==> src/verilog/sibw_map.svh <==
// How it works
// - Internal SDA lags SCL by a hold time set in 50 ns steps, default one.
// - SCL and SDA pulses up to a 10 ns-step width, default seven, are rejected.
// - As local bus master, SCL stays high for the high count of 50 ns units.
// - As local bus master, SCL stays low for the low count of 50 ns units.
// - When stretching as slave, SDA gets the low count as setup before SCL release.
// - SCL high and low times are counted in internal oscillator cycles.
// - A 2-bit field picks the fallback oscillator frequency, reset value zero.
// - Self-test mode follows the self-test enable bit, which resets to zero.
// - A control-channel transaction still open at watchdog expiry is aborted.
// - Watchdog timeout is a 7-bit count of 2 ms units, reset value 0x7F.
// - A disable bit stops the watchdog; it resets to zero so the watchdog runs.
// - In self-test, back-channel CRC errors are counted in an 8-bit read-only counter.
`ifndef SIBW_MAP_SVH
`define SIBW_MAP_SVH

`define SIBW_ADDR_INPUT_COND    8'h10
`define SIBW_ADDR_SCL_HIGH      8'h11
`define SIBW_ADDR_SCL_LOW       8'h12
`define SIBW_ADDR_GP_BITS       8'h13
`define SIBW_ADDR_SELF_TEST     8'h14
`define SIBW_ADDR_WDOG_CTRL     8'h1E
`define SIBW_ADDR_CRC_ERR_CNT   8'h2A

`define SIBW_RST_HOLD_TIME      3'h1
`define SIBW_RST_FILTER_DEPTH   4'h7
`define SIBW_RST_SCL_HIGH       8'h82
`define SIBW_RST_SCL_LOW        8'h82
`define SIBW_RST_GP_BITS        8'h00
`define SIBW_RST_CLK_SRC        2'h0
`define SIBW_RST_WDOG_TIMEOUT   7'h7F
`define SIBW_RST_BIST_EN        1'b0
`define SIBW_RST_WDOG_DIS       1'b0
`define SIBW_RST_CRC_ERR        8'h00

`define SIBW_FLD_HOLD_MSB       6
`define SIBW_FLD_HOLD_LSB       4
`define SIBW_FLD_FILT_MSB       3
`define SIBW_FLD_FILT_LSB       0
`define SIBW_FLD_CLKSRC_MSB     2
`define SIBW_FLD_CLKSRC_LSB     1
`define SIBW_FLD_BIST_EN        0
`define SIBW_FLD_WDOG_MSB       7
`define SIBW_FLD_WDOG_LSB       1
`define SIBW_FLD_WDOG_DIS       0

`define SIBW_CLK_PERIOD_PS      8000
`define SIBW_FILT_STEP_PS       10000
`define SIBW_HOLD_STEP_PS       50000
`define SIBW_CLK_PERIOD_NS      8
`define SIBW_WDOG_UNIT_NS       2000000

`endif

==> src/verilog/sibw_pkg.sv <==
package sibw_pkg;

  typedef logic [7:0] sibw_byte_t;

  typedef enum logic [2:0] {
    SCL_IDLE,
    SCL_HIGH,
    SCL_LOW,
    SCL_HOLD,
    SCL_SETUP
  } sibw_scl_state_e;

endpackage : sibw_pkg

==> src/verilog/sibw_pin_filter.sv <==
`timescale 1ns/1ps
`default_nettype none
module sibw_pin_filter #(
  parameter int REJ_W   = 5,
  parameter int DLY_W   = 6
) (
  input  wire logic             clk,        // Block clock.
  input  wire logic             srst,       // Synchronous reset, active high.
  input  wire logic             ce,         // Clock enable.
  input  wire logic             pin,        // Raw pin level.
  input  wire logic [REJ_W-1:0] rej_cycles, // Widest pulse rejected, in clocks.
  input  wire logic [DLY_W-1:0] dly_cycles, // Extra delay, in clocks.
  output logic                  out         // Cleaned, delayed level.
);
  localparam int DEPTH = 1 << DLY_W;

  if (REJ_W < 1 || DLY_W < 1) $error("sibw_pin_filter: bad widths");

  logic [2:0]       sync_q, sync_d;
  logic             lvl_q, lvl_d;
  logic [REJ_W-1:0] run_q, run_d;
  logic             clean_q, clean_d;
  logic [DEPTH-1:0] line_q, line_d;
  logic             out_d;

  always_comb
  begin
    sync_d  = {sync_q[1:0], pin};
    lvl_d   = (sync_q[1] == sync_q[2]) ? sync_q[2] : lvl_q;
    run_d   = run_q;
    clean_d = clean_q;
    // A level must outlast the reject width before it is believed.
    if (lvl_q == clean_q)
      run_d = '0;
    else if (run_q >= rej_cycles)
    begin
      clean_d = lvl_q;
      run_d   = '0;
    end
    else
      run_d = run_q + 1'b1;
    line_d = {line_q[DEPTH-2:0], clean_q};
    out_d  = (dly_cycles == '0) ? clean_q : line_q[dly_cycles - 1'b1];
  end

  always_ff @(posedge clk)
  begin
    if (srst)
    begin
      sync_q  <= 3'h7;
      lvl_q   <= 1'b1;
      run_q   <= '0;
      clean_q <= 1'b1;
      line_q  <= '1;
      out     <= 1'b1;
    end
    else if (ce)
    begin
      sync_q  <= sync_d;
      lvl_q   <= lvl_d;
      run_q   <= run_d;
      clean_q <= clean_d;
      line_q  <= line_d;
      out     <= out_d;
    end
  end

endmodule : sibw_pin_filter
`default_nettype wire

==> src/verilog/sibw_regs.sv <==
`timescale 1ns/1ps
`default_nettype none
`include "sibw_map.svh"
module sibw_regs #(
  parameter int WDOG_UNIT_CYCLES = `SIBW_WDOG_UNIT_NS / `SIBW_CLK_PERIOD_NS
) (
  input  wire logic       REF_CLK,        // Block clock, 125 MHz.
  input  wire logic       SRST,           // Synchronous reset, active high.
  input  wire logic       CE,             // Clock enable; low freezes all state.
  input  wire logic [7:0] REG_ADDR,       // Register address from the serial slave.
  input  wire logic [7:0] REG_WDATA,      // Write data.
  input  wire logic       REG_WE,         // Write strobe, one cycle.
  input  wire logic       REG_RE,         // Read strobe, one cycle.
  output logic      [7:0] REG_RDATA,      // Read data, valid the cycle after REG_RE.
  input  wire logic       SCL_IN,         // SCL pin level.
  input  wire logic       SDA_IN,         // SDA pin level.
  output logic            SCL_FILT,       // Filtered SCL seen by the slave.
  output logic            SDA_FILT,       // Filtered, hold-delayed SDA.
  input  wire logic       OSC_CLK,        // Internal oscillator, sampled.
  input  wire logic       MST_RUN,        // Local master wants SCL clocks.
  input  wire logic       SLV_HOLD,       // Slave stretches SCL while high.
  output logic            SCL_OUT,        // SCL drive value (always low).
  output logic            SCL_OE,         // SCL drive enable; high pulls low.
  output logic            SLV_RELEASED,   // Pulse: stretch ended, SCL released.
  output logic      [7:0] GP_BITS,        // General-purpose control bits.
  output logic      [1:0] OSC_FREQ_SEL,   // Fallback oscillator frequency choice.
  output logic            BIST_MODE,      // Self-test mode active.
  input  wire logic       BC_CRC_ERR,     // Pulse: back-channel CRC error.
  input  wire logic       XACT_BUSY,      // Control-channel transaction open.
  output logic            XACT_ABORT      // Pulse: transaction aborted by watchdog.
);
  localparam int PRE_W = $clog2(WDOG_UNIT_CYCLES + 1);
  localparam int REJ_W = 5;
  localparam int DLY_W = 6;

  if (WDOG_UNIT_CYCLES < 1) $error("sibw_regs: watchdog unit below one cycle");

  // Register state.
  logic [2:0]  hold_q, hold_d;
  logic [3:0]  filt_q, filt_d;
  logic [7:0]  hi_q, hi_d, lo_q, lo_d, gp_d;
  logic [1:0]  clksrc_d;
  logic        bist_d;
  logic [6:0]  wto_q, wto_d;
  logic        wdis_q, wdis_d;
  logic [7:0]  crc_q, crc_d;
  logic [7:0]  rdata_d;

  always_comb
  begin
    hold_d   = hold_q;
    filt_d   = filt_q;
    hi_d     = hi_q;
    lo_d     = lo_q;
    gp_d     = GP_BITS;
    clksrc_d = OSC_FREQ_SEL;
    bist_d   = BIST_MODE;
    wto_d    = wto_q;
    wdis_d   = wdis_q;
    crc_d    = crc_q;
    rdata_d  = REG_RDATA;
    if (REG_WE)
    begin
      unique case (REG_ADDR)
        `SIBW_ADDR_INPUT_COND:
        begin
          hold_d = REG_WDATA[`SIBW_FLD_HOLD_MSB:`SIBW_FLD_HOLD_LSB];
          filt_d = REG_WDATA[`SIBW_FLD_FILT_MSB:`SIBW_FLD_FILT_LSB];
        end
        `SIBW_ADDR_SCL_HIGH: hi_d = REG_WDATA;
        `SIBW_ADDR_SCL_LOW:  lo_d = REG_WDATA;
        `SIBW_ADDR_GP_BITS:  gp_d = REG_WDATA;
        `SIBW_ADDR_SELF_TEST:
        begin
          clksrc_d = REG_WDATA[`SIBW_FLD_CLKSRC_MSB:`SIBW_FLD_CLKSRC_LSB];
          bist_d   = REG_WDATA[`SIBW_FLD_BIST_EN];
        end
        `SIBW_ADDR_WDOG_CTRL:
        begin
          wto_d  = REG_WDATA[`SIBW_FLD_WDOG_MSB:`SIBW_FLD_WDOG_LSB];
          wdis_d = REG_WDATA[`SIBW_FLD_WDOG_DIS];
        end
        default: ;
      endcase
    end
    // Counting stops at the top so a long run still reads as many errors.
    if (bist_d && !BIST_MODE)
      crc_d = '0;
    else if (BIST_MODE && BC_CRC_ERR && crc_q != '1)
      crc_d = crc_q + 1'b1;
    if (REG_RE)
    begin
      unique case (REG_ADDR)
        `SIBW_ADDR_INPUT_COND: rdata_d = {1'b0, hold_q, filt_q};
        `SIBW_ADDR_SCL_HIGH:   rdata_d = hi_q;
        `SIBW_ADDR_SCL_LOW:    rdata_d = lo_q;
        `SIBW_ADDR_GP_BITS:    rdata_d = GP_BITS;
        `SIBW_ADDR_SELF_TEST:  rdata_d = {5'h00, OSC_FREQ_SEL, BIST_MODE};
        `SIBW_ADDR_WDOG_CTRL:  rdata_d = {wto_q, wdis_q};
        `SIBW_ADDR_CRC_ERR_CNT: rdata_d = crc_q;
        default:               rdata_d = 8'h00;
      endcase
    end
  end

  always_ff @(posedge REF_CLK)
  begin
    if (SRST)
    begin
      hold_q       <= `SIBW_RST_HOLD_TIME;
      filt_q       <= `SIBW_RST_FILTER_DEPTH;
      hi_q         <= `SIBW_RST_SCL_HIGH;
      lo_q         <= `SIBW_RST_SCL_LOW;
      GP_BITS      <= `SIBW_RST_GP_BITS;
      OSC_FREQ_SEL <= `SIBW_RST_CLK_SRC;
      BIST_MODE    <= `SIBW_RST_BIST_EN;
      wto_q        <= `SIBW_RST_WDOG_TIMEOUT;
      wdis_q       <= `SIBW_RST_WDOG_DIS;
      crc_q        <= `SIBW_RST_CRC_ERR;
      REG_RDATA    <= 8'h00;
    end
    else if (CE)
    begin
      hold_q       <= hold_d;
      filt_q       <= filt_d;
      hi_q         <= hi_d;
      lo_q         <= lo_d;
      GP_BITS      <= gp_d;
      OSC_FREQ_SEL <= clksrc_d;
      BIST_MODE    <= bist_d;
      wto_q        <= wto_d;
      wdis_q       <= wdis_d;
      crc_q        <= crc_d;
      REG_RDATA    <= rdata_d;
    end
  end

  // Step widths turned into clocks; rejection rounds up, the hold too.
  function automatic int steps_to_cycles(input int steps, input int step_ps);
    steps_to_cycles = (steps * step_ps + `SIBW_CLK_PERIOD_PS - 1) / `SIBW_CLK_PERIOD_PS;
  endfunction : steps_to_cycles

  logic [REJ_W-1:0] rej_cycles;
  logic [DLY_W-1:0] dly_cycles;

  always_comb
  begin
    rej_cycles = REJ_W'(steps_to_cycles(int'(filt_q), `SIBW_FILT_STEP_PS));
    dly_cycles = DLY_W'(steps_to_cycles(int'(hold_q), `SIBW_HOLD_STEP_PS));
  end

  sibw_pin_filter #(.REJ_W(REJ_W), .DLY_W(DLY_W)) u_scl_filt (
    .clk        (REF_CLK),
    .srst       (SRST),
    .ce         (CE),
    .pin        (SCL_IN),
    .rej_cycles (rej_cycles),
    .dly_cycles ('0),
    .out        (SCL_FILT)
  );

  sibw_pin_filter #(.REJ_W(REJ_W), .DLY_W(DLY_W)) u_sda_filt (
    .clk        (REF_CLK),
    .srst       (SRST),
    .ce         (CE),
    .pin        (SDA_IN),
    .rej_cycles (rej_cycles),
    .dly_cycles (dly_cycles),
    .out        (SDA_FILT)
  );

  // Oscillator sampling; an edge counts once two late stages agree.
  logic [2:0] osc_sync_q, osc_sync_d;
  logic       osc_lvl_q, osc_lvl_d;
  logic       osc_rise;

  always_comb
  begin
    osc_sync_d = {osc_sync_q[1:0], OSC_CLK};
    osc_lvl_d  = (osc_sync_q[1] == osc_sync_q[2]) ? osc_sync_q[2] : osc_lvl_q;
    osc_rise   = osc_lvl_d && !osc_lvl_q;
  end

  // SCL timing engine, counted in oscillator periods so the nominal unit is 50 ns.
  sibw_pkg::sibw_scl_state_e st_q, st_d;
  logic [7:0] cnt_q, cnt_d;
  logic       oe_d, rel_d;

  always_comb
  begin
    st_d  = st_q;
    cnt_d = cnt_q;
    rel_d = 1'b0;
    unique case (st_q)
      sibw_pkg::SCL_IDLE:
      begin
        if (SLV_HOLD)
          st_d = sibw_pkg::SCL_HOLD;
        else if (MST_RUN)
        begin
          st_d  = sibw_pkg::SCL_HIGH;
          cnt_d = hi_q;
        end
      end
      sibw_pkg::SCL_HIGH:
      begin
        if (osc_rise)
        begin
          if (cnt_q <= 8'h01)
          begin
            st_d  = sibw_pkg::SCL_LOW;
            cnt_d = lo_q;
          end
          else
            cnt_d = cnt_q - 1'b1;
        end
      end
      sibw_pkg::SCL_LOW:
      begin
        if (osc_rise)
        begin
          if (cnt_q <= 8'h01)
          begin
            st_d  = MST_RUN ? sibw_pkg::SCL_HIGH : sibw_pkg::SCL_IDLE;
            cnt_d = hi_q;
          end
          else
            cnt_d = cnt_q - 1'b1;
        end
      end
      sibw_pkg::SCL_HOLD:
      begin
        // Data is now on SDA; keep SCL low for the setup span.
        if (!SLV_HOLD)
        begin
          st_d  = sibw_pkg::SCL_SETUP;
          cnt_d = lo_q;
        end
      end
      sibw_pkg::SCL_SETUP:
      begin
        if (osc_rise)
        begin
          if (cnt_q <= 8'h01)
          begin
            st_d  = sibw_pkg::SCL_IDLE;
            rel_d = 1'b1;
          end
          else
            cnt_d = cnt_q - 1'b1;
        end
      end
      default: st_d = sibw_pkg::SCL_IDLE;
    endcase
    oe_d = (st_d == sibw_pkg::SCL_LOW) || (st_d == sibw_pkg::SCL_HOLD) ||
           (st_d == sibw_pkg::SCL_SETUP);
  end

  always_ff @(posedge REF_CLK)
  begin
    if (SRST)
    begin
      osc_sync_q   <= 3'h0;
      osc_lvl_q    <= 1'b0;
      st_q         <= sibw_pkg::SCL_IDLE;
      cnt_q        <= 8'h00;
      SCL_OE       <= 1'b0;
      SCL_OUT      <= 1'b0;
      SLV_RELEASED <= 1'b0;
    end
    else if (CE)
    begin
      osc_sync_q   <= osc_sync_d;
      osc_lvl_q    <= osc_lvl_d;
      st_q         <= st_d;
      cnt_q        <= cnt_d;
      SCL_OE       <= oe_d;
      SCL_OUT      <= 1'b0;
      SLV_RELEASED <= rel_d;
    end
  end

  // Control-channel watchdog. A zero timeout is left to software to avoid;
  // here it would abort on the first unit tick.
  logic [PRE_W-1:0] pre_q, pre_d;
  logic [6:0]       units_q, units_d;
  logic             fired_q, fired_d;
  logic             abort_d;

  always_comb
  begin
    pre_d   = pre_q;
    units_d = units_q;
    fired_d = fired_q;
    abort_d = 1'b0;
    if (!XACT_BUSY || wdis_q)
    begin
      pre_d   = '0;
      units_d = '0;
      fired_d = 1'b0;
    end
    else if (!fired_q)
    begin
      if (pre_q == PRE_W'(WDOG_UNIT_CYCLES - 1))
      begin
        pre_d   = '0;
        units_d = units_q + 1'b1;
        if (units_d >= wto_q)
        begin
          abort_d = 1'b1;
          fired_d = 1'b1;
        end
      end
      else
        pre_d = pre_q + 1'b1;
    end
  end

  always_ff @(posedge REF_CLK)
  begin
    if (SRST)
    begin
      pre_q      <= '0;
      units_q    <= 7'h00;
      fired_q    <= 1'b0;
      XACT_ABORT <= 1'b0;
    end
    else if (CE)
    begin
      pre_q      <= pre_d;
      units_q    <= units_d;
      fired_q    <= fired_d;
      XACT_ABORT <= abort_d;
    end
  end

endmodule : sibw_regs
`default_nettype wire

==> config.mk <==
export PLATFORM = sky130hd
export DESIGN_NAME = sibw_regs
export DESIGN_NICKNAME = d
export VERILOG_FILES = /design/src/verilog/sibw_pkg.sv /design/src/verilog/sibw_pin_filter.sv /design/src/verilog/sibw_regs.sv
export VERILOG_INCLUDE_DIRS = /design/src /design/src/verilog
export SDC_FILE = /design/constraint.sdc
export NUM_CORES = 1
export LEC_CHECK = 0
export BUFFER_PORTS_ARGS = -buffer_cell sky130_fd_sc_hd__buf_2
export CORE_MARGIN = 4
export CORE_UTILIZATION = 57
export DETAILED_ROUTE_END_ITERATION = 12
export PLACE_DENSITY = 0.77
export SETUP_SLACK_MARGIN = 0.15
export SYNTH_ARGS = -nofsm -noshare
export SYNTH_HDL_FRONTEND = slang
export SYNTH_SLANG_ARGS = --single-unit
==> constraint.sdc <==
create_clock -name REF_CLK -period 8 [get_ports REF_CLK]
set_input_delay 1.6 -clock REF_CLK [delete_from_list [all_inputs] [get_ports REF_CLK]]
set_output_delay 1.6 -clock REF_CLK [all_outputs]
set_load 0.05 [all_outputs]
==> summary.txt <==
Floorplan
  – I/O pins: 53
  – Initial Util: 0.578
  – Die Area: 25,500 sq um
  – Die width: 160 um
  – Site row count: 55
  – Core area: 22,600 sq um
  – Die Height: 160 um

Yosys
  – XOR/XNOR share of the synthesized area: 0.0489
  – Simple-Gate Fraction of Synth Area: 0.218
  – Mean Syn Cell Area: 8.24 sq um
  – Post-Syn Nets: 1,677
  – Area leader, netlist: dfxtp_1
  – Synthesized cell area: 13,100 sq um
  – Yosys warns: 0
  – Syn Inst Count: roughly 1,600
  – Area contributors post-synth: dfxtp_1 29%, mux2i_1 7.5%, nand2_1 5.9%
  – Post-synthesis adder-cell area fraction: 0.0611
  – #FFs+latches synth: 188
  – Number of flops mapped to enable cells by yosys: 0
  – Post-synthesis compound-gate area fraction: 0.226
  – Async set or reset register ratio after synthesis: 0
  – Largest family of logic cells by synthesized area: compound AO/OA/AOI/OAI gates
  – Post-synth top flop: dfxtp_1
  – Sequential element share of the synthesized area: 0.287
  – Top cell type's share of synthesized area: 0.287
  – Mux cell area share after synthesis: 0.112
  – Synth unique cells: 116

Critical path
  – CP max stage delay: 0.55 ns
  – Setup CP Type: register to register
  – Top cell by count, worst path: buf_4
  – Worst reg2reg startpoint: filt_q[2]$_SDFFE_PP1P_
  – Slowest-stage cell, CP: fa_1
  – Worst reg-to-reg path cell count: between 40 and 50
  – CP startpoint kind: register
  – Critical path arrival: 8.51 ns
  – Crit end category: register
  – Required time worst endpoint: around 8.4 ns
  – Worst R2R Setup Slack: -0.16 ns
  – R2r endpoint: u_scl_filt.run_q[3]$_SDFFE_PP0P_
  – Crit-path max FO: 7

Worst hold path
  – Critical hold path startpoint: XACT_ABORT$_SDFFE_PP0P_
  – Cells on Worst Hold Path: 2
  – WHS Endpoint: XACT_ABORT$_SDFFE_PP0P_
  – Hold crit path type: register to register

Finish
  – Commonest non-fill, non-tap cell in the layout: nand2_1
  – Most frequent cells in the layout: 206 x nand2_1, 183 x dfxtp_1, 153 x nor2_1
  – Diodes inserted: 0
  – Final nets: 1,791
  – Share of layout cells above drive strength 1: 0.240
  – Fill cell count: 1,690
  – Final Util: 0.700
  – Finished Layout Cells: 2,001
  – Syn-to-layout area delta: 21.1%

Routing
  – Final wirelength: 35,500 um
  – # DRC: 0
  – Post-route ant nets: 0
  – Routed len/inst: 17.8 um
  – Vias/cell: 6.25
  – Vias post-DR: 12,512
  – Iter 0 DRT Violations: 1,248
  – Drt first pass iters: 6

Timing
  – Period minus WS final: 8.16 ns
  – Worst setup margin: -0.160 ns
  – Max-slew headroom: 0.205
  – Hold Fails Final Rpt: 0
  – # setup viols final: 5
  – Period Utilization, post-route: 1.02
  – Fmax: 0.123 GHz
  – Clock skew: 0.0108 ns
  – Total Neg Setup Slack: -0.309 ns
  – Pins Over Slew Limit: 0
  – Worst-Margin Slew: 1.19 ns
  – RSZ-0062 raised after global routing: yes

Global route
  – Vias in the first global route: 11,542
  – Initial antenna violation count: 0
  – Gr usage total: 0.249
  – Pin count of the biggest net entering global routing: 94
  – Wire length of the first global-routing pass: 54,800 um
  – Total grt overflow: 0

Place
  – PortBufs: 51
  – Cells after DPL: between 1,500 and 2,000
  – GPL Wtd Cong: 0.919
  – Place WS: -0.232 ns
  – HPWL Detailed: 23,500 um

Pwr
  – Cell Pwr Density: ~130 nW/um^2
  – Max IR drop VDD: 158 uV
  – Leak pwr: 0.00641 uW
  – Total power: 2070 uW

Clock network
  – Root buffer cell: clkbuf_16
  – Clock tree from TritonCTS: done
  – Worst-skew pair later-pin latency: 0.43 ns
  – Clk slew on worst S/H paths: 0.07 ns
  – H-tree Lvls: 4
  – CTS Buffer Depth: 2
  – TritonCTS Buffers: 17
  – CTS sink cnt: 188

Run
  – Max cap viols: 0

Status
  – Status: finished with violations
  – Failing checks: negative setup slack
## worst max path at each step
stage                                start                                to  slack (ns)  cells after the start
floorplan           hold_q[0]$_SDFFE_PP1P_       u_sda_filt.out$_SDFFE_PP1P_        0.15                     31
global placement    filt_q[1]$_SDFFE_PP1P_  u_scl_filt.run_q[2]$_SDFFE_PP0P_        0.18                     42
detailed placement  filt_q[3]$_SDFFE_PP0P_  u_sda_filt.run_q[3]$_SDFFE_PP0P_       -0.23                     39
CTS                 filt_q[1]$_SDFFE_PP1P_  u_scl_filt.run_q[2]$_SDFFE_PP0P_        0.17                     46
finish              filt_q[2]$_SDFFE_PP1P_  u_scl_filt.run_q[3]$_SDFFE_PP0P_       -0.16                     41
global route        filt_q[2]$_SDFFE_PP1P_  u_scl_filt.run_q[3]$_SDFFE_PP0P_       -0.58                     41
## per-stage QoR
| stage | hold slack (ns) | cell area, sq um |
|---|---|---|
| after floorplan | 0.430 | 13200 |
| after global placement | 0.442 | 14100 |
| after detailed placement | 0.456 | 14100 |
| after CTS | 0.467 | 14900 |
| after global routing | 0.490 | 15900 |
| final | 0.463 | 15900 |
## critical path: cells and delay by family (launching register included)
kind	cells	cell delay [ns]
simple gates	13	2.06
fa+ha+maj	5	1.88
buf+inv	6	0.60
flops	1	0.36
mux	1	0.12
compound gates	13	2.40
xor+xnor	3	0.65
## cell families (layout without fill, tap and decap cells)
group / after synthesis / count (layout)
DFF: 188 / 188
buffers and inverters: 142 / 268
other: 1 / 1
and+or+nand+nor: 596 / 596
AOI/OAI and AO/OA: 403 / 403
adders and majority gates: 63 / 63
muxes: 126 / 126
xor gates and xnor gates: 71 / 71
## registers in the layout, summed over array words and instances, names as in the netlist, 4 cells and up
register,flops
pre_q,18
hi_q,8
GP_BITS,8
units_q,7
wto_q,7
u_sda_filt.line_q,64
u_scl_filt.run_q,5
u_sda_filt.run_q,5
lo_q,8
filt_q,4
REG_RDATA,8
cnt_q,8
crc_q,8
## area by class of cell
cell class	instances	area (sq um)	area share
clock buffers	19	443	0.0279
clock inverters	12	206	0.0130
inverters	61	231	0.0146
multi-input cells	1260	9600	0.605
flip-flops and latches	188	3770	0.238
well taps	285	357	0.0225
repair buffers	176	1250	0.0788
## Yosys cell counts, types with 6 or more instances
| master | instances |
|---|---|
| a2111oi_0 | 6 |
| a211oi_1 | 15 |
| a21o_1 | 14 |
| a21oi_1 | 92 |
| a221o_1 | 6 |
| a221oi_1 | 8 |
| a22oi_1 | 33 |
| a311oi_1 | 10 |
| and2_1 | 8 |
| and3_1 | 22 |
| buf_4 | 6 |
| clkbuf_1 | 63 |
| dfxtp_1 | 188 |
| ha_1 | 56 |
| inv_1 | 60 |
| mux2_2 | 13 |
| mux2i_1 | 98 |
| mux4_2 | 13 |
| nand2_1 | 207 |
| nand2b_1 | 21 |
| nand3_1 | 56 |
| nand3b_1 | 6 |
| nand4_1 | 9 |
| nor2_1 | 155 |
| nor2b_1 | 17 |
| nor3_1 | 26 |
| nor3b_1 | 10 |
| nor4_1 | 7 |
| o2111ai_1 | 7 |
| o211ai_1 | 29 |
| o21a_1 | 12 |
| o21ai_0 | 66 |
| o22ai_1 | 6 |
| o31ai_1 | 8 |
| or2_2 | 6 |
| or3_1 | 15 |
| xnor2_1 | 39 |
| xor2_1 | 31 |
## metal layers
layer,GRT usage,up-vias,share of wire
met5,0,-,0
met4,0.0805,0,0.020
met3,0.0396,73,0.050
met2,0.424,373,0.49
met1,0.326,6051,0.44
li1,-,6015,-
## what timing repair did
action	4_1_cts	5_1_grt
buffers inserted	12	28
hold buffers	0	0
pin swaps	15	75
endpoints found under the setup margin	13	13
gates resized for setup	36	135
## report_power, final
| part | internal, uW | switching (uW) | total (uW) |
|---|---|---|---|
| sequential | 947 | 13.2 | 961 |
| combinational | 63.1 | 112 | 175 |
| clock | 566 | 368 | 934 |
(Power assumes the default switching activity.)
